`src/imr_regs.svh`:
```
// Register offsets, field positions, status codes and timing of the master receiver
`ifndef IMR_REGS_SVH
`define IMR_REGS_SVH

// ===========================================================================
// Register byte offsets
`define IMR_OFS_CONTROL     8'h00
`define IMR_OFS_STATUS      8'h04
`define IMR_OFS_DATA        8'h08
`define IMR_OFS_OWN_ADDR    8'h0c

// ===========================================================================
// Control register fields and the own-address general-call bit
`define IMR_CTL_ACK         7
`define IMR_CTL_ENABLE      6
`define IMR_CTL_BEGIN       5
`define IMR_CTL_END         4
`define IMR_CTL_SI          3
`define IMR_CTL_MODE        0
`define IMR_OWN_GC          0

// ===========================================================================
// Reset values
`define IMR_CONTROL_RESET   8'h00
`define IMR_STATUS_RESET    8'hf8
`define IMR_DATA_RESET      8'h00
`define IMR_OWN_ADDR_RESET  8'h00

// ===========================================================================
// Status codes
`define IMR_ST_START        8'h08
`define IMR_ST_RESTART      8'h10
`define IMR_ST_W_ACK        8'h18
`define IMR_ST_W_NACK       8'h20
`define IMR_ST_ARB_LOST     8'h38
`define IMR_ST_R_ACK        8'h40
`define IMR_ST_R_NACK       8'h48
`define IMR_ST_DATA_ACK     8'h50
`define IMR_ST_DATA_NACK    8'h58
`define IMR_ST_SLV_RX       8'h68
`define IMR_ST_SLV_TX       8'hb0
`define IMR_ST_SLV_GC       8'hd8

// ===========================================================================
// Bus answers and timing
`define IMR_RESP_OKAY       2'h0
`define IMR_RESP_SLVERR     2'h2
`define IMR_REF_CLK_MHZ     20
`define IMR_SCL_QTR_NS      2500

`endif

```
`src/imr_pkg.sv`:
```
// Types shared by the master receiver design
package imr_pkg;

	// =======================================================================
	// Sequencer states
	typedef enum logic [2:0]
	{
		IMR_IDLE  = 3'h0,
		IMR_START = 3'h1,
		IMR_XFER  = 3'h3,
		IMR_WAIT  = 3'h2,
		IMR_STOP  = 3'h6
	} imr_state_e;

	// =======================================================================
	// Complete state of the main module
	typedef struct packed
	{
		imr_state_e  state;
		logic [1:0]  quarter;
		logic [7:0]  tick;
		logic [3:0]  bitCnt;
		logic [7:0]  txShift;
		logic [7:0]  rxShift;
		logic        addrPhase;
		logic        readDir;
		logic        lost;
		logic        ackEnable;
		logic        slaveAck;
		logic        ackSeen;
		logic        repeated;
		logic        sclLow;
		logic        sdaLow;
		logic        busy;
		logic        sclSeen;
		logic        sdaSeen;
		logic [7:0]  control;
		logic [7:0]  status;
		logic [7:0]  dataReg;
		logic [7:0]  ownAddr;
		logic        awHave;
		logic [7:0]  awAddr;
		logic        wHave;
		logic [7:0]  wByte;
		logic        wLane;
		logic        bvalid;
		logic [1:0]  bresp;
		logic        rvalid;
		logic [7:0]  rByte;
		logic [1:0]  rresp;
	} imr_state_s;

endpackage

```
`src/imr_master_rx.sv`:
```
// I2C master receiver byte-mode sequencer with AXI4-Lite registers
//
// Added by the designer: register access over AXI4-Lite and the register addresses.
`include "imr_regs.svh"
`timescale 1ns/1ps
`default_nettype none

module imr_master_rx (
	input  wire logic        ref_clk,
	input  wire logic        reset,
	input  wire logic [7:0]  awaddr,
	input  wire logic        awvalid,
	output logic             awready,
	input  wire logic [31:0] wdata,
	input  wire logic [3:0]  wstrb,
	input  wire logic        wvalid,
	output logic             wready,
	output logic [1:0]       bresp,
	output logic             bvalid,
	input  wire logic        bready,
	input  wire logic [7:0]  araddr,
	input  wire logic        arvalid,
	output logic             arready,
	output logic [31:0]      rdata,
	output logic [1:0]       rresp,
	output logic             rvalid,
	input  wire logic        rready,
	input  wire logic        sclIn,
	output logic             sclOut,
	output logic             sclOe,
	input  wire logic        sdaIn,
	output logic             sdaOut,
	output logic             sdaOe,
	output logic             intN
);

	localparam int QTR_CYCLES = (`IMR_SCL_QTR_NS * `IMR_REF_CLK_MHZ + 999) / 1000;
	localparam logic [7:0] QTR_LAST = 8'(QTR_CYCLES - 1);

	imr_pkg::imr_state_s r;
	imr_pkg::imr_state_s next_r;
	logic [1:0]          pinSync;
	logic                sclSync;
	logic                sdaSync;

	// =======================================================================
	// Pin synchronisers
	imr_sync #(
		.WIDTH   (2)
	) pinSyncer (
		.ref_clk (ref_clk),
		.reset   (reset),
		.pinIn   ({sclIn, sdaIn}),
		.pinSync (pinSync)
	);

	assign sclSync = pinSync[1];
	assign sdaSync = pinSync[0];

	// =======================================================================
	// Register decode: bit 2 valid, bits 1:0 index
	function automatic logic [2:0] regSel(input logic [7:0] addr);
		regSel = {(addr[7:4] == 4'h0) && (addr[1:0] == 2'h0), addr[3:2]};
	endfunction

	// =======================================================================
	// Next state
	always_comb
	begin
		logic [2:0] sel;
		logic       qDone;
		logic       ackNow;
		sel     = 3'h0;
		qDone   = 1'b0;
		ackNow  = 1'b0;
		next_r  = r;

		// Write channel: address and data taken in either order
		if (awvalid && !r.awHave)
		begin
			next_r.awHave = 1'b1;
			next_r.awAddr = awaddr;
		end
		if (wvalid && !r.wHave)
		begin
			next_r.wHave = 1'b1;
			next_r.wByte = wdata[7:0];
			next_r.wLane = wstrb[0];
		end
		if (bready && r.bvalid)
		begin
			next_r.bvalid = 1'b0;
		end
		if (r.awHave && r.wHave && !r.bvalid)
		begin
			sel           = regSel(r.awAddr);
			next_r.awHave = 1'b0;
			next_r.wHave  = 1'b0;
			next_r.bvalid = 1'b1;
			next_r.bresp  = sel[2] ? `IMR_RESP_OKAY : `IMR_RESP_SLVERR;
			if (sel[2] && r.wLane)
			begin
				unique case ({4'h0, sel[1:0], 2'h0})
					`IMR_OFS_CONTROL:
					begin
						next_r.control              = r.wByte;
						next_r.control[`IMR_CTL_SI] = 1'b0;
					end
					`IMR_OFS_STATUS:
					begin
						next_r.status = r.status;
					end
					`IMR_OFS_DATA:
					begin
						next_r.dataReg = r.wByte;
					end
					`IMR_OFS_OWN_ADDR:
					begin
						next_r.ownAddr = r.wByte;
					end
				endcase
			end
		end

		// Read channel
		if (rready && r.rvalid)
		begin
			next_r.rvalid = 1'b0;
		end
		if (arvalid && !r.rvalid)
		begin
			sel           = regSel(araddr);
			next_r.rvalid = 1'b1;
			next_r.rresp  = sel[2] ? `IMR_RESP_OKAY : `IMR_RESP_SLVERR;
			next_r.rByte  = 8'h00;
			if (sel[2])
			begin
				unique case ({4'h0, sel[1:0], 2'h0})
					`IMR_OFS_CONTROL:  next_r.rByte = r.control & 8'hf9;
					`IMR_OFS_STATUS:   next_r.rByte = r.status;
					`IMR_OFS_DATA:     next_r.rByte = r.dataReg;
					`IMR_OFS_OWN_ADDR: next_r.rByte = r.ownAddr;
				endcase
			end
		end

		// Bus monitor: START sets busy, STOP clears it
		next_r.sclSeen = sclSync;
		next_r.sdaSeen = sdaSync;
		if (sclSync && r.sclSeen && r.sdaSeen && !sdaSync)
		begin
			next_r.busy = 1'b1;
		end
		if (sclSync && r.sclSeen && !r.sdaSeen && sdaSync)
		begin
			next_r.busy = 1'b0;
		end

		// Quarter-bit timer; stretched low clock and a foreign clock both hold it
		qDone = (r.tick == QTR_LAST)
			&& !(r.quarter == 2'h1 && !sclSync)
			&& !(r.quarter == 2'h3 && r.lost && sclSync);
		next_r.tick = qDone ? 8'h00 : ((r.tick == QTR_LAST) ? r.tick : r.tick + 8'h01);
		if (qDone)
		begin
			next_r.quarter = r.quarter + 2'h1;
		end

		unique case (r.state)
			imr_pkg::IMR_IDLE:
			begin
				next_r.tick    = 8'h00;
				next_r.quarter = 2'h0;
				next_r.sclLow  = 1'b0;
				next_r.sdaLow  = 1'b0;
				next_r.lost    = 1'b0;
				if (r.control[`IMR_CTL_BEGIN] && !r.busy)
				begin
					next_r.state    = imr_pkg::IMR_START;
					next_r.repeated = 1'b0;
				end
			end
			imr_pkg::IMR_START:
			begin
				if (qDone)
				begin
					unique case (r.quarter)
						2'h0: next_r.sclLow = 1'b0;
						2'h1: next_r.sdaLow = 1'b1;
						2'h2: next_r.sclLow = 1'b1;
						2'h3:
						begin
							next_r.state                   = imr_pkg::IMR_WAIT;
							next_r.control[`IMR_CTL_BEGIN] = 1'b0;
							next_r.control[`IMR_CTL_SI]    = 1'b1;
							next_r.status = r.repeated ? `IMR_ST_RESTART : `IMR_ST_START;
						end
					endcase
				end
			end
			imr_pkg::IMR_XFER:
			begin
				if (qDone)
				begin
					unique case (r.quarter)
						2'h0: next_r.sclLow = 1'b0;
						2'h1:
						begin
							if (r.bitCnt[3])
							begin
								next_r.ackSeen = !sdaSync;
							end
							else
							begin
								next_r.rxShift = {r.rxShift[6:0], sdaSync};
								if (r.addrPhase && !r.lost && !r.sdaLow && !sdaSync)
								begin
									next_r.lost   = 1'b1;
									next_r.sclLow = 1'b0;
								end
							end
						end
						2'h2: next_r.sclLow = !r.lost;
						2'h3:
						begin
							next_r.bitCnt  = r.bitCnt + 4'h1;
							next_r.txShift = {r.txShift[6:0], 1'b0};
							if (r.bitCnt < 4'h7)
							begin
								next_r.sdaLow = r.addrPhase && !r.lost && !r.txShift[6];
							end
							else if (r.bitCnt == 4'h7)
							begin
								ackNow = r.control[`IMR_CTL_ACK] && ((r.rxShift[7:1] == r.ownAddr[7:1])
									|| (r.rxShift == 8'h00 && r.ownAddr[`IMR_OWN_GC]));
								next_r.slaveAck = ackNow;
								next_r.sdaLow   = r.lost ? ackNow : (!r.addrPhase && r.ackEnable);
							end
							else
							begin
								next_r.sdaLow               = 1'b0;
								next_r.state                = imr_pkg::IMR_WAIT;
								next_r.control[`IMR_CTL_SI] = 1'b1;
								if (r.lost)
								begin
									next_r.sclLow = 1'b0;
									if (!r.slaveAck)
										next_r.status = `IMR_ST_ARB_LOST;
									else if (r.rxShift == 8'h00)
										next_r.status = `IMR_ST_SLV_GC;
									else if (r.rxShift[0])
										next_r.status = `IMR_ST_SLV_TX;
									else
										next_r.status = `IMR_ST_SLV_RX;
								end
								else if (r.addrPhase && r.readDir)
								begin
									next_r.status = r.ackSeen ? `IMR_ST_R_ACK : `IMR_ST_R_NACK;
								end
								else if (r.addrPhase)
								begin
									next_r.status = r.ackSeen ? `IMR_ST_W_ACK : `IMR_ST_W_NACK;
								end
								else
								begin
									next_r.dataReg = r.rxShift;
									next_r.status  = r.ackEnable ? `IMR_ST_DATA_ACK : `IMR_ST_DATA_NACK;
								end
							end
						end
					endcase
				end
			end
			imr_pkg::IMR_STOP:
			begin
				if (qDone)
				begin
					unique case (r.quarter)
						2'h0: next_r.sclLow = 1'b0;
						2'h1: next_r.sdaLow = 1'b0;
						2'h2: next_r.sdaLow = 1'b0;
						2'h3:
						begin
							next_r.state                 = imr_pkg::IMR_IDLE;
							next_r.control[`IMR_CTL_END] = 1'b0;
						end
					endcase
				end
			end
			imr_pkg::IMR_WAIT:
			begin
				next_r.tick    = 8'h00;
				next_r.quarter = 2'h0;
				next_r.bitCnt  = 4'h0;
				if (!r.control[`IMR_CTL_SI])
				begin
					unique case (r.status)
						`IMR_ST_START, `IMR_ST_RESTART:
						begin
							next_r.state     = imr_pkg::IMR_XFER;
							next_r.addrPhase = 1'b1;
							next_r.readDir   = r.dataReg[0];
							next_r.txShift   = r.dataReg;
							next_r.sdaLow    = !r.dataReg[7];
						end
						`IMR_ST_R_ACK, `IMR_ST_DATA_ACK:
						begin
							next_r.state     = imr_pkg::IMR_XFER;
							next_r.addrPhase = 1'b0;
							next_r.ackEnable = r.control[`IMR_CTL_ACK];
							next_r.sdaLow    = 1'b0;
						end
						`IMR_ST_R_NACK, `IMR_ST_DATA_NACK, `IMR_ST_W_ACK, `IMR_ST_W_NACK:
						begin
							if (r.control[`IMR_CTL_END])
							begin
								next_r.state  = imr_pkg::IMR_STOP;
								next_r.sdaLow = 1'b1;
							end
							else if (r.control[`IMR_CTL_BEGIN])
							begin
								next_r.state    = imr_pkg::IMR_START;
								next_r.repeated = 1'b1;
								next_r.sdaLow   = 1'b0;
							end
						end
						default:
						begin
							next_r.state = imr_pkg::IMR_IDLE;
						end
					endcase
				end
			end
			default:
			begin
				next_r.state = imr_pkg::IMR_IDLE;
			end
		endcase

		// Interface disabled: bus released, enable itself never touched here
		if (!r.control[`IMR_CTL_ENABLE])
		begin
			next_r.state  = imr_pkg::IMR_IDLE;
			next_r.sclLow = 1'b0;
			next_r.sdaLow = 1'b0;
		end
	end

	// =======================================================================
	// State register
	always_ff @(posedge ref_clk)
	begin
		if (reset)
		begin
			r         <= '0;
			r.state   <= imr_pkg::IMR_IDLE;
			r.control <= `IMR_CONTROL_RESET;
			r.status  <= `IMR_STATUS_RESET;
			r.dataReg <= `IMR_DATA_RESET;
			r.ownAddr <= `IMR_OWN_ADDR_RESET;
			r.sclSeen <= 1'b1;
			r.sdaSeen <= 1'b1;
		end
		else
		begin
			r <= next_r;
		end
	end

	// =======================================================================
	// Outputs
	assign awready = !r.awHave;
	assign wready  = !r.wHave;
	assign bvalid  = r.bvalid;
	assign bresp   = r.bresp;
	assign arready = !r.rvalid;
	assign rvalid  = r.rvalid;
	assign rresp   = r.rresp;
	assign rdata   = {24'h000000, r.rByte};
	assign sclOut  = 1'b0;
	assign sdaOut  = 1'b0;
	assign sclOe   = r.sclLow;
	assign sdaOe   = r.sdaLow;
	assign intN    = !r.control[`IMR_CTL_SI];

endmodule // imr_master_rx

`default_nettype wire

```
`src/imr_sync.sv`:
```
// Two-flop synchroniser for pin inputs
`timescale 1ns/1ps
`default_nettype none

module imr_sync #(
	parameter int WIDTH = 2
) (
	input  wire logic             ref_clk,
	input  wire logic             reset,
	input  wire logic [WIDTH-1:0] pinIn,
	output logic      [WIDTH-1:0] pinSync
);

	typedef struct packed
	{
		logic [WIDTH-1:0] meta;
		logic [WIDTH-1:0] stable;
	} imr_sync_s;

	imr_sync_s r;
	imr_sync_s next_r;

	always_comb
	begin
		next_r.meta   = pinIn;
		next_r.stable = r.meta;
	end

	always_ff @(posedge ref_clk)
	begin
		if (reset)
		begin
			r <= '1;
		end
		else
		begin
			r <= next_r;
		end
	end

	assign pinSync = r.stable;

endmodule // imr_sync

`default_nettype wire

```
`config.mk`:
```
export PLATFORM = sky130hd
export DESIGN_NAME = imr_master_rx
export DESIGN_NICKNAME = d
export VERILOG_FILES = /design/src/imr_pkg.sv /design/src/imr_master_rx.sv /design/src/imr_sync.sv
export VERILOG_INCLUDE_DIRS = /design/src /design/src/src
export SDC_FILE = /design/constraint.sdc
export NUM_CORES = 1
export LEC_CHECK = 0
export BUFFER_PORTS_ARGS = -buffer_cell sky130_fd_sc_hd__buf_4
export CAP_MARGIN = 5
export CORE_UTILIZATION = 40
export DETAILED_ROUTE_END_ITERATION = 6
export GPL_TIMING_DRIVEN = 0
export PLACE_DENSITY = 0.67
export SLEW_MARGIN = 20
export SYNTH_ARGS = -nofsm -noshare
export SYNTH_HDL_FRONTEND = slang
export SYNTH_SLANG_ARGS = --single-unit
```
`constraint.sdc`:
```
create_clock -name ref_clk -period 2.1 [get_ports ref_clk]
set_clock_uncertainty 0.05 [all_clocks]
set_input_delay 0.21 -clock ref_clk [delete_from_list [all_inputs] [get_ports ref_clk]]
set_output_delay 0.21 -clock ref_clk [all_outputs]
set_load 0.02 [all_outputs]
```
# [After elaboration in Yosys (flattened, before gate mapping)]
# Index checks and enable logic that the tools add are counted.
# Widths: inputs -> output; s select.
[totals] register_bits=113 inputBits=61
[classes] addsub=3 order_cmp=1 eq_ne=51 mux=104 bitwise=4 reduce_logical=88
[op_table] cell="$mux 8" count=17
[op_table] cell="$mux 16" count=4
[op_table] cell="$mux 3" count=13
[op_table] cell="$mux 1" count=38
[op_table] cell="$ne 2x2->1 const B" count=17
[op_table] cell="$eq 8x7->1 const B" count=4
[op_table] cell="$pmux 8 s4" count=1
[op_table] cell="$mux 31" count=1
[op_table] cell="$mux 30" count=1
[op_table] cell="$logic_and 1x1->1" count=29
[op_table] cell="$pmux 12 s2" count=1
[op_table] cell="$reduce_and 11->1" count=2
[op_table] cell="$mux 20" count=1
[op_table] cell="$reduce_and 3->1" count=6
[op_table] cell="$eq 8x5->1 const B" count=2
[op_table] cell="$eq 8x6->1 const B" count=2
[op_table] cell="$logic_not 1->1" count=16
[op_table] cell="$pmux 8 s2" count=1
[op_table] cell="$ne 3x3->1 const B" count=5
[op_table] cell="$pmux 3 s5" count=1
[op_table] cell="$reduce_and 5->1" count=3
[op_table] cell="$mux 7" count=2
[op_table] cell="$eq 2x2->1 const B" count=6
[op_table] cell="$mux 12" count=1
[op_table] cell="41 further kinds" count=77

# [Depth between registers and ports, before layout]
[depth] depth_word=13 ltp_mapped=9

# [Cells and area by module]
# From an unflattened synthesis, not the netlist that was laid out.
[hier_totals] hier_cells=601 hier_area_um2=5328.9
[by_module_without_submodules] module="imr_master_rx" n_inst=1 cells_each=593 area_per_inst_um2=5223.8
[by_module_without_submodules] module="imr_sync" n_inst=1 cells_each=8 area_per_inst_um2=105.1

# [Least setup slack after synthesis]
# OpenSTA, ideal clock, no wires.
[synth_timing] path_type="reg-to-reg" startpoint="register r[104] (netlist name)" endpoint="register r[81] (netlist name)" arrival_ns=1.980 required_ns=1.922 slack_ns=-0.058 stages_incl_launch_ff=8 period_less_slack_ns=2.158 path_cell_list="dfxtp_1 -> or4_4 -> nor4_4 -> and3_1 -> and2_1 -> buf_6 -> mux2i_1 -> nor2_1"
[synth_via] elab_chain_cells=4
[synth_rtl] element="start, declared" line_no="imr_master_rx.sv:40" rtl="imr_pkg::imr_state_s r;"
[synth_rtl] element="start signal, assigned" line_no="imr_master_rx.sv:366" rtl="r <= next_r;"
[synth_rtl] element="$eq 8x6->1" line_no="imr_master_rx.sv:160" rtl="qDone = (r.tick == QTR_LAST)"
[synth_rtl] element="$logic_and 1x1->1" line_no="imr_master_rx.sv:161" rtl="&& !(r.quarter == 2'h1 && !sclSync)"
[synth_rtl] element="$logic_and 1x1->1" line_no="imr_master_rx.sv:162" rtl="&& !(r.quarter == 2'h3 && r.lost && sclSync);"
[synth_rtl] element="$reduce_and 4->1 (no line)"
# Every way passes these cells.
# A chain may end at the register's enable or synchronous reset.

# [Worst setup path in the final report]
[layout_timing] startpoint="register r[106] (netlist name)" endpoint="register r[108] (netlist name)"
[layout_via] elab_chain_cells=7 word_cells_on_any_way=16
[layout_rtl] element="$eq 2x1->1 / $eq 2x2->1 (equally long branches)"
[layout_rtl] element="$logic_and 1x1->1, on equally long branches" line_no="imr_master_rx.sv:161, imr_master_rx.sv:162"
[layout_rtl] element="$logic_not 1->1 / $logic_and 1x1->1 (equally long branches)" line_no="imr_master_rx.sv:161, imr_master_rx.sv:162"
[layout_rtl] element="$logic_and 1x1->1 / $logic_not 1->1 (equally long branches)" line_no="imr_master_rx.sv:161, imr_master_rx.sv:162"
[layout_rtl] element="$logic_and 1x1->1" line_no="imr_master_rx.sv:162"
[layout_rtl] element="$ne 2x2->1 (no line)"
[layout_rtl] element="$reduce_and 11->1 (no line) *"
# Mark *: on every way between the ends. The rest lies on a longest branch, timed or not.

==> results.txt <==
Number of synthesized flops with an enable pin = 0
Combinational Power Share = 8.0%
RSZ-0062 raised after global routing = yes
Grt total ovfl = 0
Clock Latency Late Sink = 0.37 ns
Async SR Flop Fraction = 0%
Final setup fails = 13
Post-DP HPWL = 10600 um
Via-to-Cell Ratio = 5.36
Register bit count reported by yosys = 106
Fillers = 1232
Mean Syn Cell Area = 8.54 sq um
Slowest stage delay, CP = 0.35 ns
Most common cell in the netlist = dfxtp_1
CTS tree = built
MaxCap Viol Count = 0
Highest Clock Rate = 0.464 GHz
Diode count = 0
Slew @ Worst Pin = 0.896 ns
Final Non-Filler Cells = 918
Clock power frac = 41.9%
Crit Path Class = reg -> reg
Worst hold slack = 0.0260 ns
Slowest CP cell = dfxtp_2
H-tree levels = 3
Setup ws final = -0.0538 ns
CP startpoint kind = flop
Status = finished with violations
Post-layout min period = 2.15 ns
Crit path cell chain = inv_2, ha_4, mux2_4, nor4_4, buf_4, o22ai_4, o21ba_4, a21oi_2, a41o_1
Share of cells above drive strength 1 = 27.9%
WL/cell = 16.2 um
Total Wirelength = 14800 um
DR DRC count = 0
Largest net degree at the start of global routing = 22
Hold/Removal Path Class = in -> reg
Starting Density = 40.8%
CP Data Required Time = 2.30 ns
Crit Path Max Fanout = 6
TritonRoute pass-1 iters = 5
Top-Level Pins = 107
Number of buffers added on ports = 48
Max Root-Sink Buffers = 2
Power after layout = 4130 uW
Mapped Area = 5380 sq um
Top post-synthesis cells by area = dfxtp_1 39%, mux2i_1 6.7%, nor2_1 6.4%
Leading area contributor after synthesis = dfxtp_1
Synth Instances = 630
Gpl congestion = 0.859
# nets final = 805
Core area = 13200 sq um
Area grow syn2layout = 28.0%
Sw power = 1090 uW
First-pass GRT wire length = 23900 um
Via Count = 4917
Unique masters post-synth = 60
Final period util = 103%
CTS sink count = 106
Synth Flop Type = dfxtp_1
Number of global-route vias before repair = 4695
Sequential element share of the synthesized area = 39.4%
Int Power = 3040 uW
Worst path arrival time = 2.36 ns
Final hold viol count = 0
Die H = 118 um
CTS clk-pin slew, worst paths = 0.08 ns
Sequential power share = 50.1%
Fin util = 52.2%
Violated checks = negative setup slack
Die area = 13900 sq um
Initial antenna violation count = 0
DP Cell Count = 881
Synth top cells by count = 106 x dfxtp_1, 92 x nor2_1, 55 x nand2_1, 40 x buf_4, 36 x mux2i_1
VDD IR max = 0.429 mV
Die width = 118 um
Worst relative slew slack = 40.3%
Total Routing Usage GR = 21.9%
Slew Viols, Final = 0
Cell Pwr Density = 600 nW/um^2
Num rows = 42
Routed Antenna Nets = 0
Switching share of total power = 26.5%
DP Worst Slack = -0.439 ns
Crit end category = flop
CTS root buf = clkbuf_16
Ys Warns = 0
P_leak = 0.00278 uW
1st-iter DRT viols = 412
Total CTS buffers = 9
Yosys top cell area share = 39.4%
## registers in the layout, indices dropped and copies added (netlist names)
name               flops
r                     88
sclOe                  1
rdata                  8
pinSyncer.pinSync      2
bvalid                 1
rvalid                 1
bresp                  1
rresp                  1
sdaOe                  1
pinSyncer.next_r       2
## metal layers
layer  share of wire (%)  track usage (%)
met1                  44             27.8
met2                  48             35.3
met3                 5.3             5.09
met4                 2.9             10.1
met5                   0                0
## worst paths after layout
path | slack [ns] | cells past startpoint | start | to
min | 0.03 | 3 | awaddr[7] | r[31]
max reg2reg | -0.05 | 9 | r[106] | r[108]
min reg2reg | 0.36 | 1 | pinSyncer.next_r[1] | pinSyncer.pinSync[1]
max | -0.05 | 9 | r[106] | r[108]
## power groups by stage
stage,Sequential [uW],Clock (uW),Combinational [uW]
final,2070,1730,329
after floorplan,2110,0,214
after detailed placement,2120,0,317
after global routing,2080,1850,356
after CTS,2070,1760,326
after global placement,2120,0,311
## placed cells by master (no fill, tap or decap), types with 5 or more instances in the layout
master / count
buf_4: 107
dfxtp_1: 100
nor2_1: 85
nand2_1: 53
mux2i_1: 36
conb_1: 28
a21oi_1: 27
clkbuf_1: 23
nor3_1: 19
o21ai_0: 15
nand3_1: 15
inv_1: 13
nand2b_1: 12
xor2_1: 12
a311oi_1: 12
nand4_1: 9
clkbuf_16: 9
nor2b_1: 8
a22oi_1: 8
or2_2: 7
xnor2_1: 6
buf_6: 6
dfxtp_2: 6
a211oi_1: 5
mux4_2: 5
ha_1: 5
## metrics by stage
stage               cell area [sq um]  setup TNS [ns]
finish                           6890          -0.245
CTS                              6680           -2.31
global route                     6890           -2.71
global placement                 6070          -10.24
floorplan                        5490               0
detailed placement               6070          -11.21
## timing repair
| action | 4_1_cts | 5_1_grt |
|---|---|---|
| buffers inserted | 17 | 7 |
| hold endpoints to repair | 3 | 0 |
| hold buffers | 3 | 0 |
| pin swaps | 22 | 12 |
| setup endpoints to repair | 49 | 51 |
| gates resized for setup | 35 | 42 |
| gates cloned | 1 | 0 |
## cell type report
| type | count | area (sq um) | share of cell area (%) |
|---|---|---|---|
| Inverter | 14 | 52.6 | 0.763 |
| Clock inverter | 7 | 77.6 | 1.13 |
| Sequential cell | 106 | 2130 | 30.9 |
| Tap cell | 176 | 220 | 3.20 |
| Timing Repair Buffer | 76 | 618 | 8.98 |
| Clock buffer | 9 | 225 | 3.27 |
| Buffer | 68 | 424 | 6.16 |
| Multi-Input combinational cell | 462 | 3140 | 45.6 |
## critical path, delay by kind of cell (launching register included)
kind | cells | cell delay, ns
buf+inv | 2 | 0.28
simple gates | 1 | 0.29
fa+ha+maj | 1 | 0.17
flops | 1 | 0.35
mux | 1 | 0.28
compound gates | 4 | 0.62
## cell families (layout without fill, tap and decap cells)
| kind of cell | Yosys count | after routing | share of synthesized area, % |
|---|---|---|---|
| buffers and inverters | 89 | 174 | 9.28 |
| DFF | 106 | 106 | 39.4 |
| xor gates and xnor gates | 18 | 18 | 2.93 |
| AOI/OAI and AO/OA | 109 | 109 | 13.7 |
| adders and majority gates | 7 | 7 | 1.63 |
| and+or+nand+nor | 256 | 256 | 23.5 |
| other | 1 | 28 | 0.0697 |
| muxes | 44 | 44 | 9.42 |
No activity file was read; power rests on OpenSTA's default activity.
